`src/hw/eau_pkg.sv`:
```
// Shared constants and types for the effective address unit.
package eau_pkg;
    localparam int WORD_W = 16;
    localparam int DISP_W = 8;
    localparam int ADDR_FIELD_W = 11;
    localparam int POST_OFFSET_BIT = 10;
    localparam int DEREF_BIT = 9;
    localparam int PRE_OFFSET_BIT = 8;
    localparam int DISP_LSB = 0;
    localparam int DISP_MSB = 7;
    localparam logic [15:0] WORD_RESET = 16'h0000;
    // Clock period and the extra time that one indirection costs
    localparam int CLK_PERIOD_NS = 50;
    localparam int DEREF_EXTRA_NS = 900;
    localparam int DEREF_EXTRA_CYC = DEREF_EXTRA_NS / CLK_PERIOD_NS;
    localparam logic [4:0] DEREF_EXTRA_CYC_W = 5'(DEREF_EXTRA_CYC);

    typedef enum logic [1:0] {
        EAU_IDLE = 2'b00,
        EAU_FETCH = 2'b01,
        EAU_WAIT = 2'b10
    } eau_state_t;
endpackage : eau_pkg

```
`src/hw/eau_unit.sv`:
```
// Effective address unit: mode decode, base select, indirection and timing.
//
// Overview of operation
// - Address part is 11 bits: three mode flags and an 8-bit signed displacement.
// - Post-offset flag is bit 10, deref flag bit 9, pre-offset flag bit 8.
// - Displacement is bits 0-7, signed, relative to the chosen base.
// - All flags clear: address is instruction counter plus displacement.
// - Displacement range is -128 to +127 only.
// - Deref reads memory at intermediate address; its 16 bits become the address.
// - Pre-offset uses common area register as base, before any indirection.
// - Post-offset adds stepping register after any indirection.
// - Pre-offset alone: common area register plus displacement, accessed directly.
// - Offsets add no time; indirection adds 0.9 us.
// - Special jump, byte and block instructions bypass this scheme.
// - Bits numbered 0 to 15, bit 15 most significant.
`timescale 1ns/1ns
module eau_unit
    import eau_pkg::*;
(
    input wire logic ref_clk,
    input wire logic rst_b,
    input wire logic start,
    input wire logic [15:0] instrWord,
    input wire logic ownFormat,
    input wire logic [15:0] instrCounter,
    input wire logic [15:0] commonAreaReg,
    input wire logic [15:0] steppingReg,
    output logic memReq,
    output logic [15:0] memAddr,
    input wire logic memAck,
    input wire logic [15:0] memData,
    output logic busy,
    output logic done,
    output logic [15:0] effAddr,
    output logic [4:0] extraCycles,
    output logic bypassed
);
    typedef struct packed {
        eau_state_t state;
        logic post;
        logic [15:0] stepping;
        logic [15:0] interAddr;
        logic [4:0] waitCnt;
        logic done;
        logic bypassed;
        logic [15:0] effAddr;
        logic [4:0] extra;
        logic [4:0] ackAge;
    } eau_regs_t;

    eau_regs_t r;
    eau_regs_t next_r;

    ////////////////////////////////////////////////////////////////////////
    // Decode

    logic postFlag;
    logic derefFlag;
    logic preFlag;
    logic [15:0] dispExt;
    logic [15:0] base;
    logic [15:0] interSum;
    logic [15:0] directSum;
    logic [15:0] derefSum;

    always_comb begin
        postFlag = instrWord[POST_OFFSET_BIT];
        derefFlag = instrWord[DEREF_BIT];
        preFlag = instrWord[PRE_OFFSET_BIT];
        // Sign extension confines reach to -128..+127 of the base
        dispExt = {{(WORD_W - DISP_W){instrWord[DISP_MSB]}},
            instrWord[DISP_MSB:DISP_LSB]};
        base = preFlag ? commonAreaReg : instrCounter;
    end

    // Intermediate address: base plus displacement, pre-offset applied first
    eau_adder uInter (
        .termA(base),
        .termB(dispExt),
        .termC(WORD_RESET),
        .sum(interSum)
    );

    // Direct path also adds the stepping register when post-offset is set
    eau_adder uDirect (
        .termA(base),
        .termB(dispExt),
        .termC(postFlag ? steppingReg : WORD_RESET),
        .sum(directSum)
    );

    // Fetched pointer gets only the optional post offset
    eau_adder uDeref (
        .termA(memData),
        .termB(r.post ? r.stepping : WORD_RESET),
        .termC(WORD_RESET),
        .sum(derefSum)
    );

    ////////////////////////////////////////////////////////////////////////
    // Sequencing

    always_comb begin
        next_r = r;
        next_r.done = 1'b0;
        // Checker helper: cycles since the pointer fetch, clearing to zero past the stall
        if (memReq && memAck) begin
            next_r.ackAge = 5'h01;
        end else if (r.ackAge != 5'h00 && r.ackAge <= DEREF_EXTRA_CYC_W) begin
            next_r.ackAge = r.ackAge + 5'h01;
        end else begin
            next_r.ackAge = 5'h00;
        end
        unique case (r.state)
            EAU_IDLE: begin
                if (start) begin
                    next_r.bypassed = ownFormat;
                    if (ownFormat) begin
                        next_r.done = 1'b1;
                        next_r.extra = 5'h00;
                    end else if (derefFlag) begin
                        next_r.state = EAU_FETCH;
                        next_r.interAddr = interSum;
                        next_r.post = postFlag;
                        next_r.stepping = steppingReg;
                    end else begin
                        // No time penalty without indirection
                        next_r.effAddr = directSum;
                        next_r.extra = 5'h00;
                        next_r.done = 1'b1;
                    end
                end
            end
            EAU_FETCH: begin
                if (memAck) begin
                    // Single level: the word fetched is never dereferenced again
                    next_r.effAddr = derefSum;
                    next_r.state = EAU_WAIT;
                    next_r.waitCnt = 5'h00;
                end
            end
            EAU_WAIT: begin
                // Stretch so the indirect path costs the listed extra time
                if (r.waitCnt >= DEREF_EXTRA_CYC_W - 5'h01) begin
                    next_r.state = EAU_IDLE;
                    next_r.extra = DEREF_EXTRA_CYC_W;
                    next_r.done = 1'b1;
                end else begin
                    next_r.waitCnt = r.waitCnt + 5'h01;
                end
            end
            default: next_r.state = EAU_IDLE;
        endcase
    end

    always_ff @(posedge ref_clk) begin
        if (!rst_b) begin
            r <= '{state: EAU_IDLE, post: 1'b0, stepping: WORD_RESET,
                interAddr: WORD_RESET, waitCnt: 5'h00, done: 1'b0,
                bypassed: 1'b0, effAddr: WORD_RESET, extra: 5'h00, ackAge: 5'h00};
        end else begin
            r <= next_r;
        end
    end

    always_comb begin
        memReq = (r.state == EAU_FETCH);
        memAddr = r.interAddr;
        busy = (r.state != EAU_IDLE);
        done = r.done;
        effAddr = r.effAddr;
        extraCycles = r.extra;
        bypassed = r.bypassed;
    end

    ////////////////////////////////////////////////////////////////////////
    // Checks

    AST_DIRECT_ONE_CYCLE: assert property (@(posedge ref_clk) disable iff (!rst_b)
        (r.state == EAU_IDLE && start && !ownFormat && !derefFlag) |=> done && !busy)
        else $error("direct access not finished in one cycle");
    AST_PC_REL: assert property (@(posedge ref_clk) disable iff (!rst_b)
        (r.state == EAU_IDLE && start && !ownFormat && instrWord[10:8] == 3'b000)
        |=> effAddr == $past(instrCounter) + {{8{$past(instrWord[7])}}, $past(instrWord[7:0])})
        else $error("counter-relative address wrong");
    AST_PRE_ONLY: assert property (@(posedge ref_clk) disable iff (!rst_b)
        (r.state == EAU_IDLE && start && !ownFormat && instrWord[10:8] == 3'b001)
        |=> effAddr == $past(commonAreaReg) + {{8{$past(instrWord[7])}}, $past(instrWord[7:0])})
        else $error("pre-offset address wrong");
    AST_PRE_POST: assert property (@(posedge ref_clk) disable iff (!rst_b)
        (r.state == EAU_IDLE && start && !ownFormat && instrWord[10:8] == 3'b101)
        |=> effAddr == $past(commonAreaReg) + $past(steppingReg)
            + {{8{$past(instrWord[7])}}, $past(instrWord[7:0])})
        else $error("pre plus post offset address wrong");
    AST_FETCH_ADDR: assert property (@(posedge ref_clk) disable iff (!rst_b)
        (r.state == EAU_IDLE && start && !ownFormat && instrWord[9])
        |=> memReq && memAddr == ($past(instrWord[8]) ? $past(commonAreaReg)
            : $past(instrCounter)) + {{8{$past(instrWord[7])}}, $past(instrWord[7:0])})
        else $error("intermediate address wrong");
    AST_DEREF_RESULT: assert property (@(posedge ref_clk) disable iff (!rst_b)
        (memReq && memAck) |=> effAddr == $past(memData) + ($past(r.post)
            ? $past(r.stepping) : 16'h0000))
        else $error("indirect address wrong");
    AST_DEREF_TIME: assert property (@(posedge ref_clk) disable iff (!rst_b)
        (r.ackAge == DEREF_EXTRA_CYC_W + 5'h01) |-> done && extraCycles == DEREF_EXTRA_CYC_W)
        else $error("indirection time penalty wrong");
    AST_DEREF_STALL: assert property (@(posedge ref_clk) disable iff (!rst_b)
        (r.ackAge != 5'h00 && r.ackAge <= DEREF_EXTRA_CYC_W) |-> !done && busy)
        else $error("indirection finished early");
    AST_SINGLE_FETCH: assert property (@(posedge ref_clk) disable iff (!rst_b)
        (r.ackAge != 5'h00 && r.ackAge <= DEREF_EXTRA_CYC_W + 5'h01) |-> !memReq)
        else $error("second indirection level seen");
    AST_BYPASS: assert property (@(posedge ref_clk) disable iff (!rst_b)
        (r.state == EAU_IDLE && start && ownFormat) |=> done && bypassed && !memReq)
        else $error("special format not bypassed");
endmodule : eau_unit

```
`src/hw/eau_adder.sv`:
```
// Modulo 2^16 three-term adder for address formation.
`timescale 1ns/1ns
module eau_adder
    import eau_pkg::*;
(
    input wire logic [15:0] termA,
    input wire logic [15:0] termB,
    input wire logic [15:0] termC,
    output logic [15:0] sum
);
    // Carry out of bit 15 is discarded on purpose
    logic [17:0] wide;
    always_comb begin
        wide = {2'b00, termA} + {2'b00, termB} + {2'b00, termC};
        sum = wide[15:0];
    end
endmodule : eau_adder

```
`config.mk`:
```
export PLATFORM = sky130hd
export DESIGN_NAME = eau_unit
export DESIGN_NICKNAME = d
export VERILOG_FILES = /design/src/hw/eau_pkg.sv /design/src/hw/eau_unit.sv /design/src/hw/eau_adder.sv
export SDC_FILE = /design/constraint.sdc
export NUM_CORES = 1
export LEC_CHECK = 0
export BUFFER_PORTS_ARGS = -buffer_cell sky130_fd_sc_hd__clkbuf_2
export CAP_MARGIN = 10
export CORE_UTILIZATION = 40
export CTS_BUF_LIST = sky130_fd_sc_hd__clkbuf_4
export CTS_CLUSTER_SIZE = 28
export DETAILED_ROUTE_END_ITERATION = 8
export PLACE_DENSITY = 0.61
export REMOVE_ABC_BUFFERS = 1
export SLEW_MARGIN = 10
export SYNTH_ARGS = -nofsm -noshare
export SYNTH_HDL_FRONTEND = slang
export SYNTH_HIERARCHICAL = 1
export SYNTH_SLANG_ARGS = --single-unit
```
`constraint.sdc`:
```
create_clock -name ref_clk -period 8.33 [get_ports ref_clk]
set_clock_uncertainty 0.05 [all_clocks]
set_input_delay 0.833 -clock ref_clk [delete_from_list [all_inputs] [get_ports ref_clk]]
set_output_delay 0.833 -clock ref_clk [all_outputs]
set_load 0.005 [all_outputs]
```
# [After elaboration in Yosys (flattened, before gate mapping)]
# Cells that the tools add are included.
[totals] word_cells=60 reg_bits=63 output_inout_bits=41
[classes] eq_ne=10 bitwise=1 mux=24 n_addsub=4 n_lt_le_gt_ge=1 reduce_logical=11
[op_table] op="two-way mux 35 bit" n=3
[op_table] op="two-way mux 16 bit" n=5
[op_table] op="adder 16 bit" n=3
[op_table] op="case mux 16 bit (2 select lines)" n=1
[op_table] op="two-way mux 23 bit" n=1
[op_table] op="two-way mux 21 bit" n=1
[op_table] op="two-way mux 5 bit" n=4
[op_table] op="case mux 5 bit (2 select lines)" n=2
[op_table] op="inequality test 2 bit, second input constant" n=6
[op_table] op="AND reduction 5 bit" n=2
[op_table] op="AND reduction 4 bit" n=2
[op_table] op="nonzero test 2 bit" n=4
[op_table] op="case mux 2 bit (3 select lines)" n=1
[op_table] op="adder 5 x 1 -> 5 bit, second input constant" n=1
[op_table] op="greater-or-equal comparator 5 bit, second input constant" n=1
[op_table] op="two-way mux 2 bit" n=2
[op_table] op="two-way mux 1 bit" n=3
[op_table] op="inequality test 3 bit, second input constant" n=1
[op_table] op="AND reduction 3 bit" n=1
[op_table] op="equality test 2 x 1 -> 1 bit, second input constant" n=1
[op_table] op="equality test 2 bit, second input constant" n=1
[op_table] op="logical NOT 2 bit" n=1
[op_table] op="inequality test 2 x 1 -> 1 bit, second input constant" n=1
[op_table] op="case mux 1 bit (2 select lines)" n=1
[op_table] op="other kinds (2)" n=2

# [Longest topological paths before layout]
[logic_depth] word_depth=7 ltp_mapped=16 depth_no_buf=15

# [Hierarchy]
# Netlist, hierarchy kept.
[by_module_without_submodules] module="eau_unit" cells_each=382 seq_area_each_um2=1181.1 n_inst=1 area_per_inst_um2=3189.3
[by_module_without_submodules] module="eau_adder at uDeref" cells_each=132 seq_area_each_um2=0.0 n_inst=1 area_per_inst_um2=1132.3
[by_module_without_submodules] module="eau_adder at uInter" cells_each=103 seq_area_each_um2=0.0 n_inst=1 area_per_inst_um2=1036.0
[by_module_without_submodules] module="eau_adder at uDirect" cells_each=112 seq_area_each_um2=0.0 n_inst=1 area_per_inst_um2=1009.7

# [Least setup slack after synthesis]
# OpenSTA, ideal clock, no wires.
[synth_timing] kind="input -> register" from="in instrWord[8]" to="reg r, in the netlist memAddr[12]" slack_ns=4.400 path_buffers=2 path_stages=13 t_required_ns=8.204 setup_time_ns=0.076 arrival_ns=3.804 cell_sequence="clkbuf_1 -> clkbuf_1 -> mux2_2 -> fa_1 -> ha_1 -> a21oi_4 -> o211ai_4 -> a31oi_4 -> o21bai_2 -> a21oi_2 -> xnor2_1 -> nand2_1 -> a21boi_0"
[synth_between] elab_chain_len=2
[synth_lines] item="start: declaration" line_no="eau_unit.sv:23" rtl="input wire logic [15:0] instrWord,"
[synth_lines] item="two-way mux 16 bit" line_no="eau_unit.sv:73" rtl="base = preFlag ? commonAreaReg : instrCounter;"
[synth_lines] item="via base[5]" line_no="eau_unit.sv:61" rtl="logic [15:0] base;"
[synth_lines] item="adder 16 bit" line_no="eau_adder.sv:14" rtl="wide = {2'b00, termA} + {2'b00, termB} + {2'b00, termC};"
[synth_lines] item="via interSum[12]" line_no="eau_unit.sv:62" rtl="logic [15:0] interSum;"
[synth_lines] item="end signal: assignment" line_no="eau_unit.sv:158" rtl="r <= '{state: EAU_IDLE, post: 1'b0, stepping: WORD_RESET,"
[synth_lines] item="end signal: assignment" line_no="eau_unit.sv:162" rtl="r <= next_r;"
[synth_lines] item="end: declaration" line_no="eau_unit.sv:51" rtl="eau_regs_t r;"
# The timed path passes the listed nets, and every way through them passes these cells.
# A chain may end at the register's enable or synchronous reset.

# [Worst setup path after layout]
[layout_timing] from="in instrWord[8]" to="reg r, in the netlist effAddr[15]"
[layout_between] elab_chain_len=7
[layout_lines] item="two-way mux 16 bit" line_no="eau_unit.sv:73"
[layout_lines] item="via base[1]" line_no="eau_unit.sv:61"
[layout_lines] item="adder 16 bit (2 in series)" line_no="eau_adder.sv:14"
[layout_lines] item="via directSum[15]" line_no="eau_unit.sv:63" rtl="logic [15:0] directSum;"
[layout_lines] item="two-way mux 21 bit" line_no="eau_unit.sv:121" rtl="end else if (derefFlag) begin"
[layout_lines] item="two-way mux 16 bit" line_no="eau_unit.sv:118" rtl="if (ownFormat) begin"
[layout_lines] item="two-way mux 23 bit" line_no="eau_unit.sv:116" rtl="if (start) begin"
[layout_lines] item="case mux 16 bit (2 select lines)" line_no="eau_unit.sv:114" rtl="unique case (r.state)"
# The timed path passes the listed nets, and every way through them passes these cells. The select of a mux whose other input is x is not followed.

==> metrics <==
nets 1,007; count leader, synth nand2_1; switching part of the total 41.0%; clk root buf clkbuf_4; I/O Buffers 117; design area 7060 sq um; total number of vias 5,069; Final Hold Violating Endpoints 0; CP startpoint instrWord[8]; WS Path Type input pin to flip-flop; Avg Inst Size Synth 8.73 sq um; Post-synth EDFFs 0; antenna violations before repair 1; cell row count 45; Reg power frac 30.4%; WP data required 8.67 ns; Mapped Cells 729; critical path's largest stage delay 0.55 ns; Comb pwr share 51.6%; Placed Instances 1,030; R2R depth 15; r2r setup slk 5.03 ns; Worst Path Arrival 4.09 ns; Critical Path Sink effAddr[15]$_SDFFE_PN0P_; Psw 0.413 mW; power per cell area 143 nW/um^2; IR Drop Worst-Case VDD 0.0000651 V; Worst Setup Slack, final 4.58 ns; hold_ws 0.414 ns; DIE HEIGHT 128 um; most used routing layer met2; CP bufs+invs 2; LEAKAGE 3.30 nW; Total Neg Setup Slack 0 ns; highest clock rate 267 MHz; post-layout util 45.9%; Crit path depth 14; cell breakdown of the critical path clkbuf_2, mux2_2, fa_1, ha_1, inv_1, fa_1, nor2b_1, o2111ai_1, a21o_1, a211o_1, nand3_2, nand3_1, nand3_2, o211a_1; core area 15,400 sq um; CTS hold repair buffers 0; Skew-Pair Late Insertion Delay 0.44 ns; cts bufs inserted 9; largest net degree at the start of global routing 60; Worst Tran Pin Value 0.868 ns; met2 usage 30.4%; number of H-tree levels 3; post-synthesis register bit count 59; power share of the clock group 17.9%; post-route non-filler standard cell count 1,046; Int Pwr 0.595 mW; final setup vio count 0; Layout area overhead 10.8%; Slew headroom 42.0%; vias in the first global route 4,994; top_reg_cell synth dfxtp_1; die area 16,400 sq um; first-pass GRT wire length 23,900 um; min Tclk post-route 3.75 ns; # DRC 0; Tot Pwr 1.01 mW; Crit-path slowest cell fa_1; worst slack, placed 4.12 ns; GRT Total Usage 18.5%; sequential fraction of the synthesis area 18.5%; max_cap viols 0; top post-synthesis cells by count nand2_1 (105), dfxtp_1 (59), fa_1 (48); DRT iter0 DRCs 275; post-CTS sizing 0; TritonCTS clock tree done; Overflow after GRT 0; CP endpoint kind flip-flop; Yosys cell types 69; outcome completed; Initial Utilization 41.4%; layout cell share with drive strength beyond 1 21.8%; Final Cycle Share 45.0%; CP max FO 16; IO Pins 126; CP top delay family adder cells; RR Startpoint r[65]$_SDFFE_PN0P_; final count of pins violating max slew 0; ys async rst share 0%; Detail Placement HPWL 11,100 um; Yosys warning count 6; Setup Buffers After CTS 0; Vias/cell 4.85; DR WL/cell 13.3 um; area leader, netlist dfxtp_1; Worst setup SP type input pin; chip width 128 um; Critical R2R Capture effAddr[11]$_SDFFE_PN0P_; placed cell area 6950 sq um; GR Util met1 24.7%; CTS Buffer Depth 2; met3 usage 3.26%; clk sinks 59; Reg clk slew, reported paths 0.10 ns; antenna-violating nets left 0; Mapped Area 6370 sq um; GP Congestion 0.830; final wirelength 13,900 um; top cell type's share of synthesized area 18.5%; unrepaired setup endpoints after global routing false; DR pass1 iterations 4; ranking of synthesized cells by area dfxtp_1 (19%), fa_1 (15%), ha_1 (8.6%), nand2_1 (6.2%), buf_4 (4.8%); Hold WC Path Type flip-flop to flip-flop
## worst min path at each step
stage / from / endpoint / slack [ns] / cells past startpoint
6_report: r[49]$_SDFFE_PN0P_ / r[49]$_SDFFE_PN0P_ / 0.41 / 2
2_1_floorplan: r[49]$_SDFFE_PN0P_ / r[49]$_SDFFE_PN0P_ / 0.39 / 2
4_1_cts: r[52]$_SDFFE_PN0P_ / r[52]$_SDFFE_PN0P_ / 0.42 / 2
3_3_place_gp: r[50]$_SDFFE_PN0P_ / r[50]$_SDFFE_PN0P_ / 0.40 / 2
5_1_grt: r[51]$_SDFFE_PN0P_ / r[51]$_SDFFE_PN0P_ / 0.44 / 2
3_5_place_dp: r[61]$_SDFFE_PN0P_ / r[61]$_SDFFE_PN0P_ / 0.40 / 2
## worst min-delay path, cell delays in order, from the launching register on
cell	delay (ns)
dfxtp_1	0.32
nand2_1	0.04
a21boi_0	0.06
## logic make-up after synthesis
kind of cell,share of synthesized area [%]
buffers and inverters,9.10
and+or+nand+nor,19.9
adders and majority gates,23.7
xor gates and xnor gates,5.78
DFF,18.5
AOI/OAI and AO/OA,19.6
other,0.0589
muxes,3.30
## power groups by stage
stage / Sequential (mW) / Clock [mW] / Combinational (mW)
floorplan: 0.313 / 0 / 0.395
global placement: 0.313 / 0 / 0.518
detailed placement: 0.314 / 0 / 0.519
CTS: 0.307 / 0.192 / 0.523
global route: 0.309 / 0.205 / 0.590
finish: 0.307 / 0.181 / 0.521
## cells in the final DEF (no fill, tap or decap), drive strengths merged, types with 7 or more instances in the layout
cell type / count
dfxtp: 59
nor2b: 11
a21oi: 35
and3: 7
mux2: 16
nor2: 17
and2: 32
conb: 35
inv: 42
o21ai: 18
clkbuf: 128
fa: 48
xnor2: 32
nand2: 105
a31oi: 9
xor2: 10
a21o: 12
ha: 44
nand3: 49
o211a: 16
a21boi: 36
## sequential cells by signal (all words and copies together), names as in the netlist
signal       count
bypassed         1
r               24
effAddr         16
memAddr         16
done             1
extraCycles      1
## routing by layer
| layer | vias up | share of wire [%] | wire [um] |
|---|---|---|---|
| li1 | 2649 | - | - |
| met3 | 12 | 3.1 | 430 |
| met5 | - | 0 | 0 |
| met2 | 75 | 46 | 6440 |
| met4 | 0 | 1.1 | 155 |
| met1 | 2333 | 50 | 6910 |
## layout make-up
type | instances | area [sq um]
flip-flops and latches | 59 | 1180
clock inverters | 4 | 18.8
clock buffers | 11 | 82.6
fillers | 1564 | 8310
repair buffers | 121 | 616
multi-input cells | 597 | 4730
inverters | 42 | 158
diodes | 1 | 2.50
well taps | 211 | 264
Power figures use the tool's default switching activity.
